<file path="src/pkg/rwsc_pkg.sv">
// Purpose: Constants and types for the reset, watchdog and sleep controller.
// Assumes: 50 MHz ref_clk; register port with one-cycle read latency.
package rwsc_pkg;
  localparam int unsigned CLK_HZ = 50_000_000;
  localparam int unsigned RST_TIMER_MS = 18;
  localparam int unsigned WDT_MS = 18;
  localparam int unsigned RST_TIMER_CYCLES = CLK_HZ / 1000 * RST_TIMER_MS;
  localparam int unsigned WDT_CYCLES = CLK_HZ / 1000 * WDT_MS;

  localparam logic [3:0] ADDR_OPTION = 4'h0;
  localparam logic [3:0] ADDR_STATUS = 4'h1;
  localparam logic [3:0] ADDR_CTRL = 4'h2;
  localparam logic [7:0] OPTION_RESET = 8'hff;
  localparam int unsigned OPT_WAKE_BIT = 7;
  localparam int unsigned OPT_ASSIGN_BIT = 3;
  localparam int unsigned STAT_PCW_BIT = 7;
  localparam int unsigned STAT_TIMEOUT_BIT = 4;
  localparam int unsigned STAT_POWERDOWN_BIT = 3;

  localparam logic [9:0] PROG_LAST = 10'h3ff;
  localparam logic [9:0] PROG_OPEN_LIMIT = 10'h040;
  localparam logic [11:0] ID_UPPER_MASK = 12'h00f;

  typedef struct packed {
    logic wake_on_change_ctrl;
    logic weak_pullup_ctrl;
    logic timer_clock_source;
    logic timer_edge_select;
    logic scaler_assign;
    logic [2:0] scale_ratio;
  } rwsc_option_t;

  typedef struct packed {
    logic pin_change_wake_flag;
    logic timeout_flag;
    logic powerdown_flag;
  } rwsc_cause_t;

  typedef struct packed {
    logic [3:0] opcode;
    logic dest;
    logic [4:0] file_sel;
    logic [2:0] bit_sel;
    logic [8:0] literal;
  } rwsc_decode_t;

  typedef enum logic [1:0] {RWSC_RESET, RWSC_RUN, RWSC_SLEEP} rwsc_state_t;
endpackage

</file>
<file path="src/logic/rwsc_ctrl.sv">
// Purpose: Power-on reset latch, reset timer, watchdog, sleep and wake.
// Assumes: All inputs synchronous to ref_clk; rst models power-up.
// Notes: Reset timer and watchdog count ref_clk, which keeps running in
//        sleep and stands for the on-chip free-running clock.
//
// The address-and-strobe port and the register addresses were decided locally.
`timescale 1ns/100ps
`default_nettype none
module rwsc_ctrl #(
  parameter int unsigned RST_TIMER_COUNT = rwsc_pkg::RST_TIMER_CYCLES,
  parameter int unsigned WDT_COUNT = rwsc_pkg::WDT_CYCLES
)
(
  input wire logic ref_clk,
  input wire logic rst,
  input wire logic reset_pin_n,
  input wire logic external_reset_pin_function,
  input wire logic wdt_enable,
  input wire logic code_protect,
  input wire logic prog_verify_mode,
  input wire logic [9:0] prog_addr,
  input wire logic clear_watchdog_instr,
  input wire logic sleep_instr,
  input wire logic portb_access,
  input wire logic [3:0] portb_wake_pins,
  input wire logic [11:0] instr_word,
  input wire logic [5:0] port_drive_in,
  input wire logic [5:0] port_oe_in,
  input wire logic [3:0] reg_addr,
  input wire logic [7:0] reg_wdata,
  input wire logic reg_wr,
  input wire logic reg_rd,
  output logic [7:0] reg_rdata,
  output logic chip_reset,
  output logic osc_run,
  output logic reset_pin_drive_oe,
  output logic [5:0] port_drive_out,
  output logic [5:0] port_oe_out,
  output logic prog_read_ok,
  output logic id_access_ok,
  output logic [11:0] id_write_mask,
  output rwsc_pkg::rwsc_decode_t instr_fields,
  output logic prescale_to_timer
);

  // ---------------------------------------------------------------
  // Functions
  // ---------------------------------------------------------------
  function automatic logic [7:0] ratio_max(input logic [2:0] ps);
    ratio_max = 8'(({7'h00, 1'b1} << ps) - 8'h01);
  endfunction

  // ---------------------------------------------------------------
  // State and options
  // ---------------------------------------------------------------
  rwsc_pkg::rwsc_state_t state;
  rwsc_pkg::rwsc_option_t option;
  rwsc_pkg::rwsc_cause_t cause;
  logic [31:0] rst_timer_cnt;
  logic [31:0] wdt_cnt;
  logic [7:0] scaler;
  logic [3:0] pin_snapshot;
  logic wdt_tick;
  logic wdt_timeout;
  logic pin_change;
  logic pin_reset;
  logic wake;

  assign wdt_tick = wdt_enable && (wdt_cnt == WDT_COUNT - 1);
  // Scaler widens the time-out only when it belongs to the watchdog.
  assign wdt_timeout = wdt_tick &&
    (!option.scaler_assign || scaler == ratio_max(option.scale_ratio));
  assign pin_change = option.wake_on_change_ctrl == 1'b0 &&
    (portb_wake_pins != pin_snapshot);
  assign pin_reset = external_reset_pin_function && !reset_pin_n;
  assign wake = state == rwsc_pkg::RWSC_SLEEP &&
    (pin_reset || wdt_timeout || pin_change);

  always_ff @(posedge ref_clk)
  begin
    if (rst)
    begin
      state <= rwsc_pkg::RWSC_RESET;
      rst_timer_cnt <= '0;
    end
    else
    begin
      unique case (state)
        rwsc_pkg::RWSC_RESET:
        begin
          if (pin_reset)
            rst_timer_cnt <= '0;
          else if (rst_timer_cnt == RST_TIMER_COUNT - 1)
          begin
            rst_timer_cnt <= '0;
            state <= rwsc_pkg::RWSC_RUN;
          end
          else
            rst_timer_cnt <= rst_timer_cnt + 32'd1;
        end
        rwsc_pkg::RWSC_RUN:
        begin
          if (pin_reset || wdt_timeout)
            state <= rwsc_pkg::RWSC_RESET;
          else if (sleep_instr)
            state <= rwsc_pkg::RWSC_SLEEP;
        end
        rwsc_pkg::RWSC_SLEEP:
        begin
          if (wake)
            state <= rwsc_pkg::RWSC_RESET;
        end
      endcase
    end
  end

  // Option register: write-only for software, all ones on every reset.
  always_ff @(posedge ref_clk)
  begin
    if (rst || state == rwsc_pkg::RWSC_RESET)
      option <= rwsc_pkg::OPTION_RESET;
    else if (reg_wr && reg_addr == rwsc_pkg::ADDR_OPTION)
      option <= reg_wdata;
  end

  // ---------------------------------------------------------------
  // Watchdog and shared scaler
  // ---------------------------------------------------------------
  always_ff @(posedge ref_clk)
  begin
    if (rst || wake || state == rwsc_pkg::RWSC_RESET)
      wdt_cnt <= '0;
    else if (clear_watchdog_instr || sleep_instr)
      wdt_cnt <= '0;
    else if (!wdt_enable || wdt_tick)
      wdt_cnt <= '0;
    else
      wdt_cnt <= wdt_cnt + 32'd1;
  end

  always_ff @(posedge ref_clk)
  begin
    if (rst || wake || state == rwsc_pkg::RWSC_RESET)
      scaler <= '0;
    else if ((clear_watchdog_instr || sleep_instr) && option.scaler_assign)
      scaler <= '0;
    else if (wdt_tick && option.scaler_assign)
      scaler <= wdt_timeout ? 8'h00 : scaler + 8'h01;
  end

  // ---------------------------------------------------------------
  // Reset-cause flags
  // ---------------------------------------------------------------
  always_ff @(posedge ref_clk)
  begin
    if (rst)
      cause <= 3'b011;
    else if (state == rwsc_pkg::RWSC_SLEEP && wake)
    begin
      if (pin_reset)
        cause <= 3'b010;
      else if (wdt_timeout)
        cause <= 3'b000;
      else
        cause <= 3'b110;
    end
    else if (state == rwsc_pkg::RWSC_RUN && wdt_timeout)
      cause <= {1'b0, 1'b0, cause.powerdown_flag};
    else if (state == rwsc_pkg::RWSC_RUN && pin_reset)
      cause <= {1'b0, cause.timeout_flag, cause.powerdown_flag};
    else if (state == rwsc_pkg::RWSC_RUN && sleep_instr)
      cause <= {cause.pin_change_wake_flag, 1'b1, 1'b0};
    else if (state == rwsc_pkg::RWSC_RUN && clear_watchdog_instr)
      cause <= {cause.pin_change_wake_flag, 1'b1, 1'b1};
  end

  // Snapshot of the wake pins taken on each port access while running.
  always_ff @(posedge ref_clk)
  begin
    if (rst)
      pin_snapshot <= '0;
    else if (portb_access && state == rwsc_pkg::RWSC_RUN)
      pin_snapshot <= portb_wake_pins;
  end

  // ---------------------------------------------------------------
  // Pins and outputs
  // ---------------------------------------------------------------
  always_ff @(posedge ref_clk)
  begin
    if (rst)
    begin
      chip_reset <= 1'b1;
      osc_run <= 1'b0;
      reset_pin_drive_oe <= 1'b0;
      prescale_to_timer <= 1'b0;
    end
    else
    begin
      chip_reset <= state == rwsc_pkg::RWSC_RESET;
      osc_run <= state == rwsc_pkg::RWSC_RUN;
      reset_pin_drive_oe <= 1'b0;
      prescale_to_timer <= !option.scaler_assign;
    end
  end

  // Port drive is frozen while asleep so pins keep their prior state.
  always_ff @(posedge ref_clk)
  begin
    if (rst)
    begin
      port_drive_out <= '0;
      port_oe_out <= '0;
    end
    else if (state != rwsc_pkg::RWSC_SLEEP)
    begin
      port_drive_out <= port_drive_in;
      port_oe_out <= port_oe_in;
    end
  end

  always_ff @(posedge ref_clk)
  begin
    if (rst)
    begin
      prog_read_ok <= 1'b0;
      id_access_ok <= 1'b0;
      id_write_mask <= '0;
    end
    else
    begin
      prog_read_ok <= prog_verify_mode && (!code_protect ||
        prog_addr < rwsc_pkg::PROG_OPEN_LIMIT ||
        prog_addr == rwsc_pkg::PROG_LAST);
      id_access_ok <= prog_verify_mode;
      id_write_mask <= rwsc_pkg::ID_UPPER_MASK;
    end
  end

  // Opcode and operand fields of the 12-bit instruction word.
  always_ff @(posedge ref_clk)
  begin
    if (rst)
      instr_fields <= '0;
    else
    begin
      instr_fields.opcode <= instr_word[11:8];
      instr_fields.dest <= instr_word[5];
      instr_fields.file_sel <= instr_word[4:0];
      instr_fields.bit_sel <= instr_word[7:5];
      instr_fields.literal <= instr_word[8:0];
    end
  end

  // ---------------------------------------------------------------
  // Register read port
  // ---------------------------------------------------------------
  always_ff @(posedge ref_clk)
  begin
    if (rst)
      reg_rdata <= '0;
    else if (reg_rd)
    begin
      unique case (reg_addr)
        rwsc_pkg::ADDR_STATUS:
          reg_rdata <= {cause.pin_change_wake_flag, 2'b00,
            cause.timeout_flag, cause.powerdown_flag, 3'b000};
        rwsc_pkg::ADDR_CTRL:
          reg_rdata <= {6'h00, state};
        default:
          reg_rdata <= '0;
      endcase
    end
    else
      reg_rdata <= '0;
  end

  // ---------------------------------------------------------------
  // Assertions
  // ---------------------------------------------------------------
  a_sleep_flags: assert property (@(posedge ref_clk) disable iff (rst)
    state == rwsc_pkg::RWSC_RUN && sleep_instr && !pin_reset && !wdt_timeout
    |=> cause.timeout_flag && !cause.powerdown_flag)
    else $error("sleep entry flags wrong");
  a_wdt_wake_cause: assert property (@(posedge ref_clk) disable iff (rst)
    state == rwsc_pkg::RWSC_SLEEP && wdt_timeout && !pin_reset
    |=> cause == 3'b000)
    else $error("watchdog wake cause wrong");
  a_wake_clears_wdt: assert property (@(posedge ref_clk) disable iff (rst)
    wake |=> wdt_cnt == 0 && state == rwsc_pkg::RWSC_RESET)
    else $error("wake did not clear watchdog");
  a_clear_watchdog_instr_zero: assert property (@(posedge ref_clk) disable iff (rst)
    clear_watchdog_instr && state == rwsc_pkg::RWSC_RUN |=> wdt_cnt == 0)
    else $error("clear watchdog failed");
  a_pin_no_drive: assert property (@(posedge ref_clk) disable iff (rst)
    !reset_pin_drive_oe)
    else $error("reset pin driven");
  a_sleep_hold: assert property (@(posedge ref_clk) disable iff (rst)
    state == rwsc_pkg::RWSC_SLEEP && $past(state) == rwsc_pkg::RWSC_SLEEP
    |=> $stable(port_drive_out) && $stable(port_oe_out))
    else $error("port state changed in sleep");
  a_timeout_reset: assert property (@(posedge ref_clk) disable iff (rst)
    state == rwsc_pkg::RWSC_RUN && wdt_timeout |=> ##1 chip_reset)
    else $error("watchdog time-out no reset");
  a_hold_in_reset: assert property (@(posedge ref_clk) disable iff (rst)
    state == rwsc_pkg::RWSC_RESET && pin_reset |=> ##1 chip_reset)
    else $error("reset ended while pin low");
  a_readout_gate: assert property (@(posedge ref_clk) disable iff (rst)
    prog_verify_mode && !code_protect |=> prog_read_ok)
    else $error("readout refused");

  c_sleep_entry: cover property (@(posedge ref_clk) disable iff (rst)
    state == rwsc_pkg::RWSC_RUN && sleep_instr);
  c_pin_wake: cover property (@(posedge ref_clk) disable iff (rst)
    wake && pin_change);
  c_wdt_wake: cover property (@(posedge ref_clk) disable iff (rst)
    wake && wdt_timeout);
  c_reset_end: cover property (@(posedge ref_clk) disable iff (rst)
    state == rwsc_pkg::RWSC_RESET ##1 state == rwsc_pkg::RWSC_RUN);

endmodule
`default_nettype wire

</file>
<file path="config.mk">
export PLATFORM = sky130hd
export DESIGN_NAME = rwsc_ctrl
export DESIGN_NICKNAME = d
export VERILOG_FILES = /design/src/pkg/rwsc_pkg.sv /design/src/logic/rwsc_ctrl.sv
export SDC_FILE = /design/constraint.sdc
export NUM_CORES = 1
export LEC_CHECK = 0
export BUFFER_PORTS_ARGS = -buffer_cell sky130_fd_sc_hd__clkbuf_2
export CORE_ASPECT_RATIO = 1.25
export CORE_MARGIN = 4
export CORE_UTILIZATION = 49
export CTS_CLUSTER_SIZE = 40
export DETAILED_ROUTE_END_ITERATION = 10
export PLACE_DENSITY = 0.76
export SLEW_MARGIN = 10
export SYNTH_ARGS = -nofsm -noshare
export SYNTH_HDL_FRONTEND = slang
export SYNTH_SLANG_ARGS = --single-unit
export TNS_END_PERCENT = 1
</file>
<file path="constraint.sdc">
create_clock -name ref_clk -period 2.7 [get_ports ref_clk]
set_input_delay 0.135 -clock ref_clk [delete_from_list [all_inputs] [get_ports ref_clk]]
set_output_delay 0.135 -clock ref_clk [all_outputs]
set_load 0.05 [all_outputs]
</file>
**Word level (Yosys, flattened, before mapping)**

Index checks and enable logic that the tools add are counted.

- Register bits after elaboration: 145
- Input port bits: 62
- Output and inout port bits: 60
- Logic and storage cells: 108

- Add/sub/neg operators: 4
- $lt $le $gt $ge: 1
- Equality and inequality tests: 17
- Shifts and indexed selects: 1
- Multiplexer cells: 18
- Bitwise gates (word level): 2
- Reduce and logical (&&, ||, !) cells: 40

Operators by type and width:

| operator | count |
|---|---|
| $add 32x1->32 const B | 2 |
| $eq 32x20->1 const B | 2 |
| $mux 32 | 2 |
| $pmux 8 s2 | 1 |
| $logic_and 1x1->1 | 15 |
| $mux 3 | 5 |
| $mux 2 | 7 |
| $ne 2x2->1 const B | 6 |
| $eq 10x10->1 const B | 1 |
| $logic_or 1x1->1 | 10 |
| $lt 10x7->1 const B | 1 |
| $add 8x1->8 const B | 1 |
| $eq 8x8->1 | 1 |
| $mux 8 | 1 |
| $shl 1x3->8 const A | 1 |
| $sub 8x1->8 const B | 1 |
| $ne 3x3->1 const B | 2 |
| $pmux 2 s3 | 1 |
| $reduce_bool 3->1 | 2 |
| $eq 4x1->1 const B | 1 |
| $eq 4x2->1 const B | 1 |
| $logic_not 1->1 | 4 |
| $logic_not 4->1 | 1 |
| $mux 4 | 1 |
| other kinds (11) | 13 |

**Depth between registers and ports, before layout**

- Depth in word-level cells: 11
- Depth in mapped cells: 10
- Depth with buffers taken out: 8

**Least setup slack after synthesis**

OpenSTA, ideal clock, no wires.

- Path type: register to register
- Start point: reg wdt_cnt[0]
- End point: reg state[0]
- Setup time: 0.121 ns
- Arrival time: 2.014 ns
- Data required time: 2.579 ns
- Setup slack: 0.564 ns
- Stages on the path, launching flop included: 8
- Buffers on the path: 0
- Period minus slack after synthesis: 2.136 ns
- Path through: dfxtp_1 -> ha_1 -> nand4_1 -> nor4_2 -> nand2_1 -> o21a_2 -> a22o_1 -> mux2_4

- Longest elaborated chain between the ends: 8
- Elaborated cells between the ends (all ways): 11
- Classes of those cells: eq/ne (3); mux (2); reduce/logical (6)

Ends and longest elaborated chain:

| element | line | source |
|---|---|---|
| start: declaration | rwsc_ctrl.sv:60 | `logic [31:0] wdt_cnt;` |
| start signal: assignment | rwsc_ctrl.sv:138 | `wdt_cnt <= wdt_cnt + 32'd1;` |
| $eq 32x20->1 * | rwsc_ctrl.sv:69 | `assign wdt_tick = wdt_enable && (wdt_cnt == WDT_COUNT - 1);` |
| $logic_and 1x1->1 * | rwsc_ctrl.sv:69 |  |
| $logic_and 1x1->1 * | rwsc_ctrl.sv:71 | `assign wdt_timeout = wdt_tick &&` |
| $logic_or 1x1->1 * | rwsc_ctrl.sv:77, rwsc_ctrl.sv:103 |  |
| $logic_or 1x1->1 | rwsc_ctrl.sv:77 | `(pin_reset \|\| wdt_timeout \|\| pin_change);` |
| $logic_and 1x1->1 | rwsc_ctrl.sv:76 | `assign wake = state == rwsc_pkg::RWSC_SLEEP &&` |
| $ne 2x2->1 (no source line) | n/a |  |
| $reduce_and 4->1 (no source line) | n/a |  |
| end signal: assignment | rwsc_ctrl.sv:83 | `state <= rwsc_pkg::RWSC_RESET;` |
| end signal: assignment | rwsc_ctrl.sv:96 | `state <= rwsc_pkg::RWSC_RUN;` |
| end signal: assignment | rwsc_ctrl.sv:104 | `state <= rwsc_pkg::RWSC_RESET;` |
| end: declaration | rwsc_ctrl.sv:56 | `rwsc_pkg::rwsc_state_t state;` |

Every way passes the cells marked *; elsewhere a longest branch is shown, timed or not.
A chain may end at the register's enable or synchronous reset.

**Final worst setup path**

- Start point: reg wdt_cnt[0]
- End point: reg cause[1] (netlist name)

- Longest elaborated chain between the ends: 9
- Elaborated cells between the ends (all ways): 15
- Classes of those cells: eq/ne (2); mux (4); reduce/logical (9)

Ends and longest elaborated chain:

| element | line | source |
|---|---|---|
| $eq 32x20->1 * | rwsc_ctrl.sv:69 |  |
| $logic_and 1x1->1 * | rwsc_ctrl.sv:69 |  |
| $logic_and 1x1->1 * | rwsc_ctrl.sv:71 |  |
| $logic_or 1x1->1 (2 in series) | rwsc_ctrl.sv:77 |  |
| $logic_and 1x1->1 | rwsc_ctrl.sv:76 |  |
| $logic_and 1x1->1 | rwsc_ctrl.sv:158 | `else if (state == rwsc_pkg::RWSC_SLEEP && wake)` |
| $ne 3x3->1 (no source line) or $reduce_bool 4->1 (tied branches) | n/a |  |
| $reduce_and 2->1 (no source line) | n/a |  |
| end signal: assignment | rwsc_ctrl.sv:168 | `cause <= {1'b0, 1'b0, cause.powerdown_flag};` |
| end signal: assignment | rwsc_ctrl.sv:170 | `cause <= {1'b0, cause.timeout_flag, cause.powerdown_flag};` |
| end signal: assignment | rwsc_ctrl.sv:172 | `cause <= {cause.pin_change_wake_flag, 1'b1, 1'b0};` |
| end: declaration | rwsc_ctrl.sv:58 | `rwsc_pkg::rwsc_cause_t cause;` |

Every way passes the cells marked *; elsewhere a longest branch is shown, timed or not. The select of a mux whose other input is x is not followed.

==> summary.md <==
| Metric | Value |
|---|---|
| Max-slew headroom | `0.648` |
| Clk_lat worst skew | `420 ps` |
| Leak | `2.70 nW` |
| Die Y | `129 um` |
| Layout Skew | `10.4 ps` |
| Longest Clk Path Bufs | `2` |
| Synth area leaders | `dfxtp_1 42%, nor2_1 5.4%, xor2_1 4.3%` |
| Max-Cap Viols | `0` |
| Drt wl/cell | `14.9 um` |
| HP Class | `primary input to flip-flop` |
| CP peak stage delay | `470 ps` |
| Via count | `4990` |
| WL final | `13.8 mm` |
| DRT antenna net count | `0` |
| R2R Setup Slk | `250 ps` |
| Final instance area | `7140 um2` |
| Netlist Area Pre-Place | `5720 um2` |
| Hold depth | `3` |
| Final min period | `2450 ps` |
| Yosys top cell area share | `0.423` |
| Worst-margin pin slew | `524 ps` |
| FMAX | `408 MHz` |
| Core footprint | `11200 um2` |
| All-Layer GR Usage | `0.202` |
| Worst reg2reg path depth | `7` |
| DP Area | `6210 um2` |
| Initial antenna violation count | `0` |
| Final Cycle Share | `0.907` |
| Post-route DRC violation count | `0` |
| Number of synthesized flops with an enable pin | `0` |
| Share of layout cells above drive strength 1 | `0.220` |
| Yosys cell types | `71` |
| Final setup viols | `0` |
| Worst Path Required | `2980 ps` |
| CTS buffer count | `17` |
| Area delta synth->final | `24.8%` |
| Critical path fanouts, max | `7` |
| Total clock sinks | `121` |
| Die X-Extent | `105 um` |
| Critical path arrival | `2730 ps` |
| Pwr Density | `629 nW/um2` |
| Most frequent cell after synthesis | `dfxtp_1` |
| Port-buffer cells | `106` |
| Starting Density | `0.509` |
| Syn avg cell area | `8.76 um2` |
| Outcome | `finished clean` |
| First-pass GRT wire length | `22.4 mm` |
| CP endpoint kind | `flip-flop` |
| CTS tree | `yes` |
| GR Overflow Total | `0` |
| Post-CTS Setup Bufs | `0` |
| Io pins | `122` |
| Fin worst setup slack | `250 ps` |
| Total Power Consumption | `4.49 mW` |
| Critical path, cell by cell | `ha_1 -> nand4_1 -> nor4_4 -> nand2_1 -> o21a_2 -> a2111oi_0 -> mux2i_1` |
| Max IR drop VDD | `0.000326 V` |
| Post-synthesis sequential area ratio | `0.423` |
| Gp weighted congestion | `0.829` |
| RSZ-0062 raised after global routing | `no` |
| Via/cell ratio | `5.37` |
| Htree depth | `4` |
| Die area | `13500 um2` |
| Clock Tree Root | `clkbuf_16` |
| Vias in the first global route | `4880` |
| HPWL after detailed placement | `9.47 mm` |
| Worst slack, placed | `187 ps` |
| Final net count | `849` |
| Ant diodes | `0` |
| Final hold violations | `0` |
| DRT iter0 DRCs | `309` |
| Setup CP Type | `flip-flop to flip-flop` |
| Final Slew Violations | `0` |
| Syn. warnings | `0` |
| Synthesized flop and latch total | `121` |
| Asr flop ratio synth | `0` |
| DRT Pass-1 Iters | `5` |
| Synth cell count leaders | `121 x dfxtp_1, 82 x nor2_1, 57 x nand2_1` |
| Clock-pin slew of the registers on the worst-case setup and hold paths | `60 ps` |
| Cells after synthesis | `653` |
| Setup crit start kind | `flip-flop` |
| Largest net degree at the start of global routing | `33` |
| Final setup TNS | `0 ps` |
| CP max-delay cell | `a2111oi_0` |
| Cell Rows | `43` |
| Most used DFF post-synth | `dfxtp_1` |
| Synth area leader | `dfxtp_1` |
## report_power, final
group	total, mW	leakage (nW)	internal, mW	switching, mW
Sequential	1.85	0.983	1.83	0.0257
Combinational	0.518	1.45	0.175	0.344
Clock	2.12	0.264	1.29	0.829
## per-layer routing
layer	up-vias	part of all wire	track usage
li1	2510	-	-
met1	2326	0.40	0.232
met2	128	0.54	0.365
met3	26	0.043	0.0426
met4	0	0.019	0.0842
met5	-	0	0
## logic make-up after synthesis
family,synth area share
simple gates,0.283
flops,0.423
compound gates,0.103
buf+inv,0.0641
xor+xnor,0.0750
mux,0.0361
fa+ha+maj,0.0149
other cells,0.000655
## through the flow
step	utilization	cells	hold WS, ps
2_1_floorplan	-	664	244
3_3_place_gp	0.552	861	344
3_5_place_dp	0.552	861	351
4_1_cts	0.634	929	9.43
5_1_grt	0.635	929	49.2
6_report	0.635	929	35.2
## flip-flops by register name (all words and copies together), names as in the netlist
signal and cells:
prog_read_ok 1, wdt_cnt 32, rst_timer_cnt 32, instr_fields 12, prescale_to_timer 1, port_drive_out 6, scaler 8, reg_rdata 5
id_write_mask 1, port_oe_out 6, option 5, pin_snapshot 4, id_access_ok 1, cause 3, osc_run 1, chip_reset 1
state 2
## critical path, delay by kind of cell (launching register included)
kind / cells / cell delay (ps)
AND/OR/NAND/NOR: 3 / 800
AO/OA/AOI/OAI: 2 / 730
flip-flops: 1 / 410
multiplexers: 1 / 140
adder cells (fa/ha/maj): 1 / 250
## worst paths after layout
check,start,end
worst max-delay path,wdt_cnt[0],cause[1]
worst min-delay path,portb_access,pin_snapshot[3]
worst max register to register,wdt_cnt[0],cause[1]
worst min register to register,pin_snapshot[3],pin_snapshot[3]
## placed cells by master, fill, tap and decap left out, types with 15 or more instances in the layout
master         instances
dfxtp_1              121
nand2_1               57
o21ai_0               21
nor2_1                81
o21ai_1               20
nand4_1               22
a21oi_1               17
xor2_1                28
clkbuf_16             17
clkbuf_2             106
nand3_1               36
xnor2_1               21
nor2b_1               15
mux2i_1               18
dlygate4sd3_1         36
## final cells by class
cell class / instances / area [um2]
Clock buffer: 18 / 439
Clock inverter: 14 / 126
Fill cell: 857 / 4100
Inverter: 13 / 48.8
Multi-Input combinational cell: 480 / 2990
Sequential cell: 121 / 2420
Tap cell: 135 / 169
Timing Repair Buffer: 148 / 948
## repair_timing
action,in CTS,in global routing
resized for setup,0,1
setup endpoints to repair,0,1
hold endpoints to repair,36,0
hold buffers,36,0
Power figures use the tool's default switching activity.
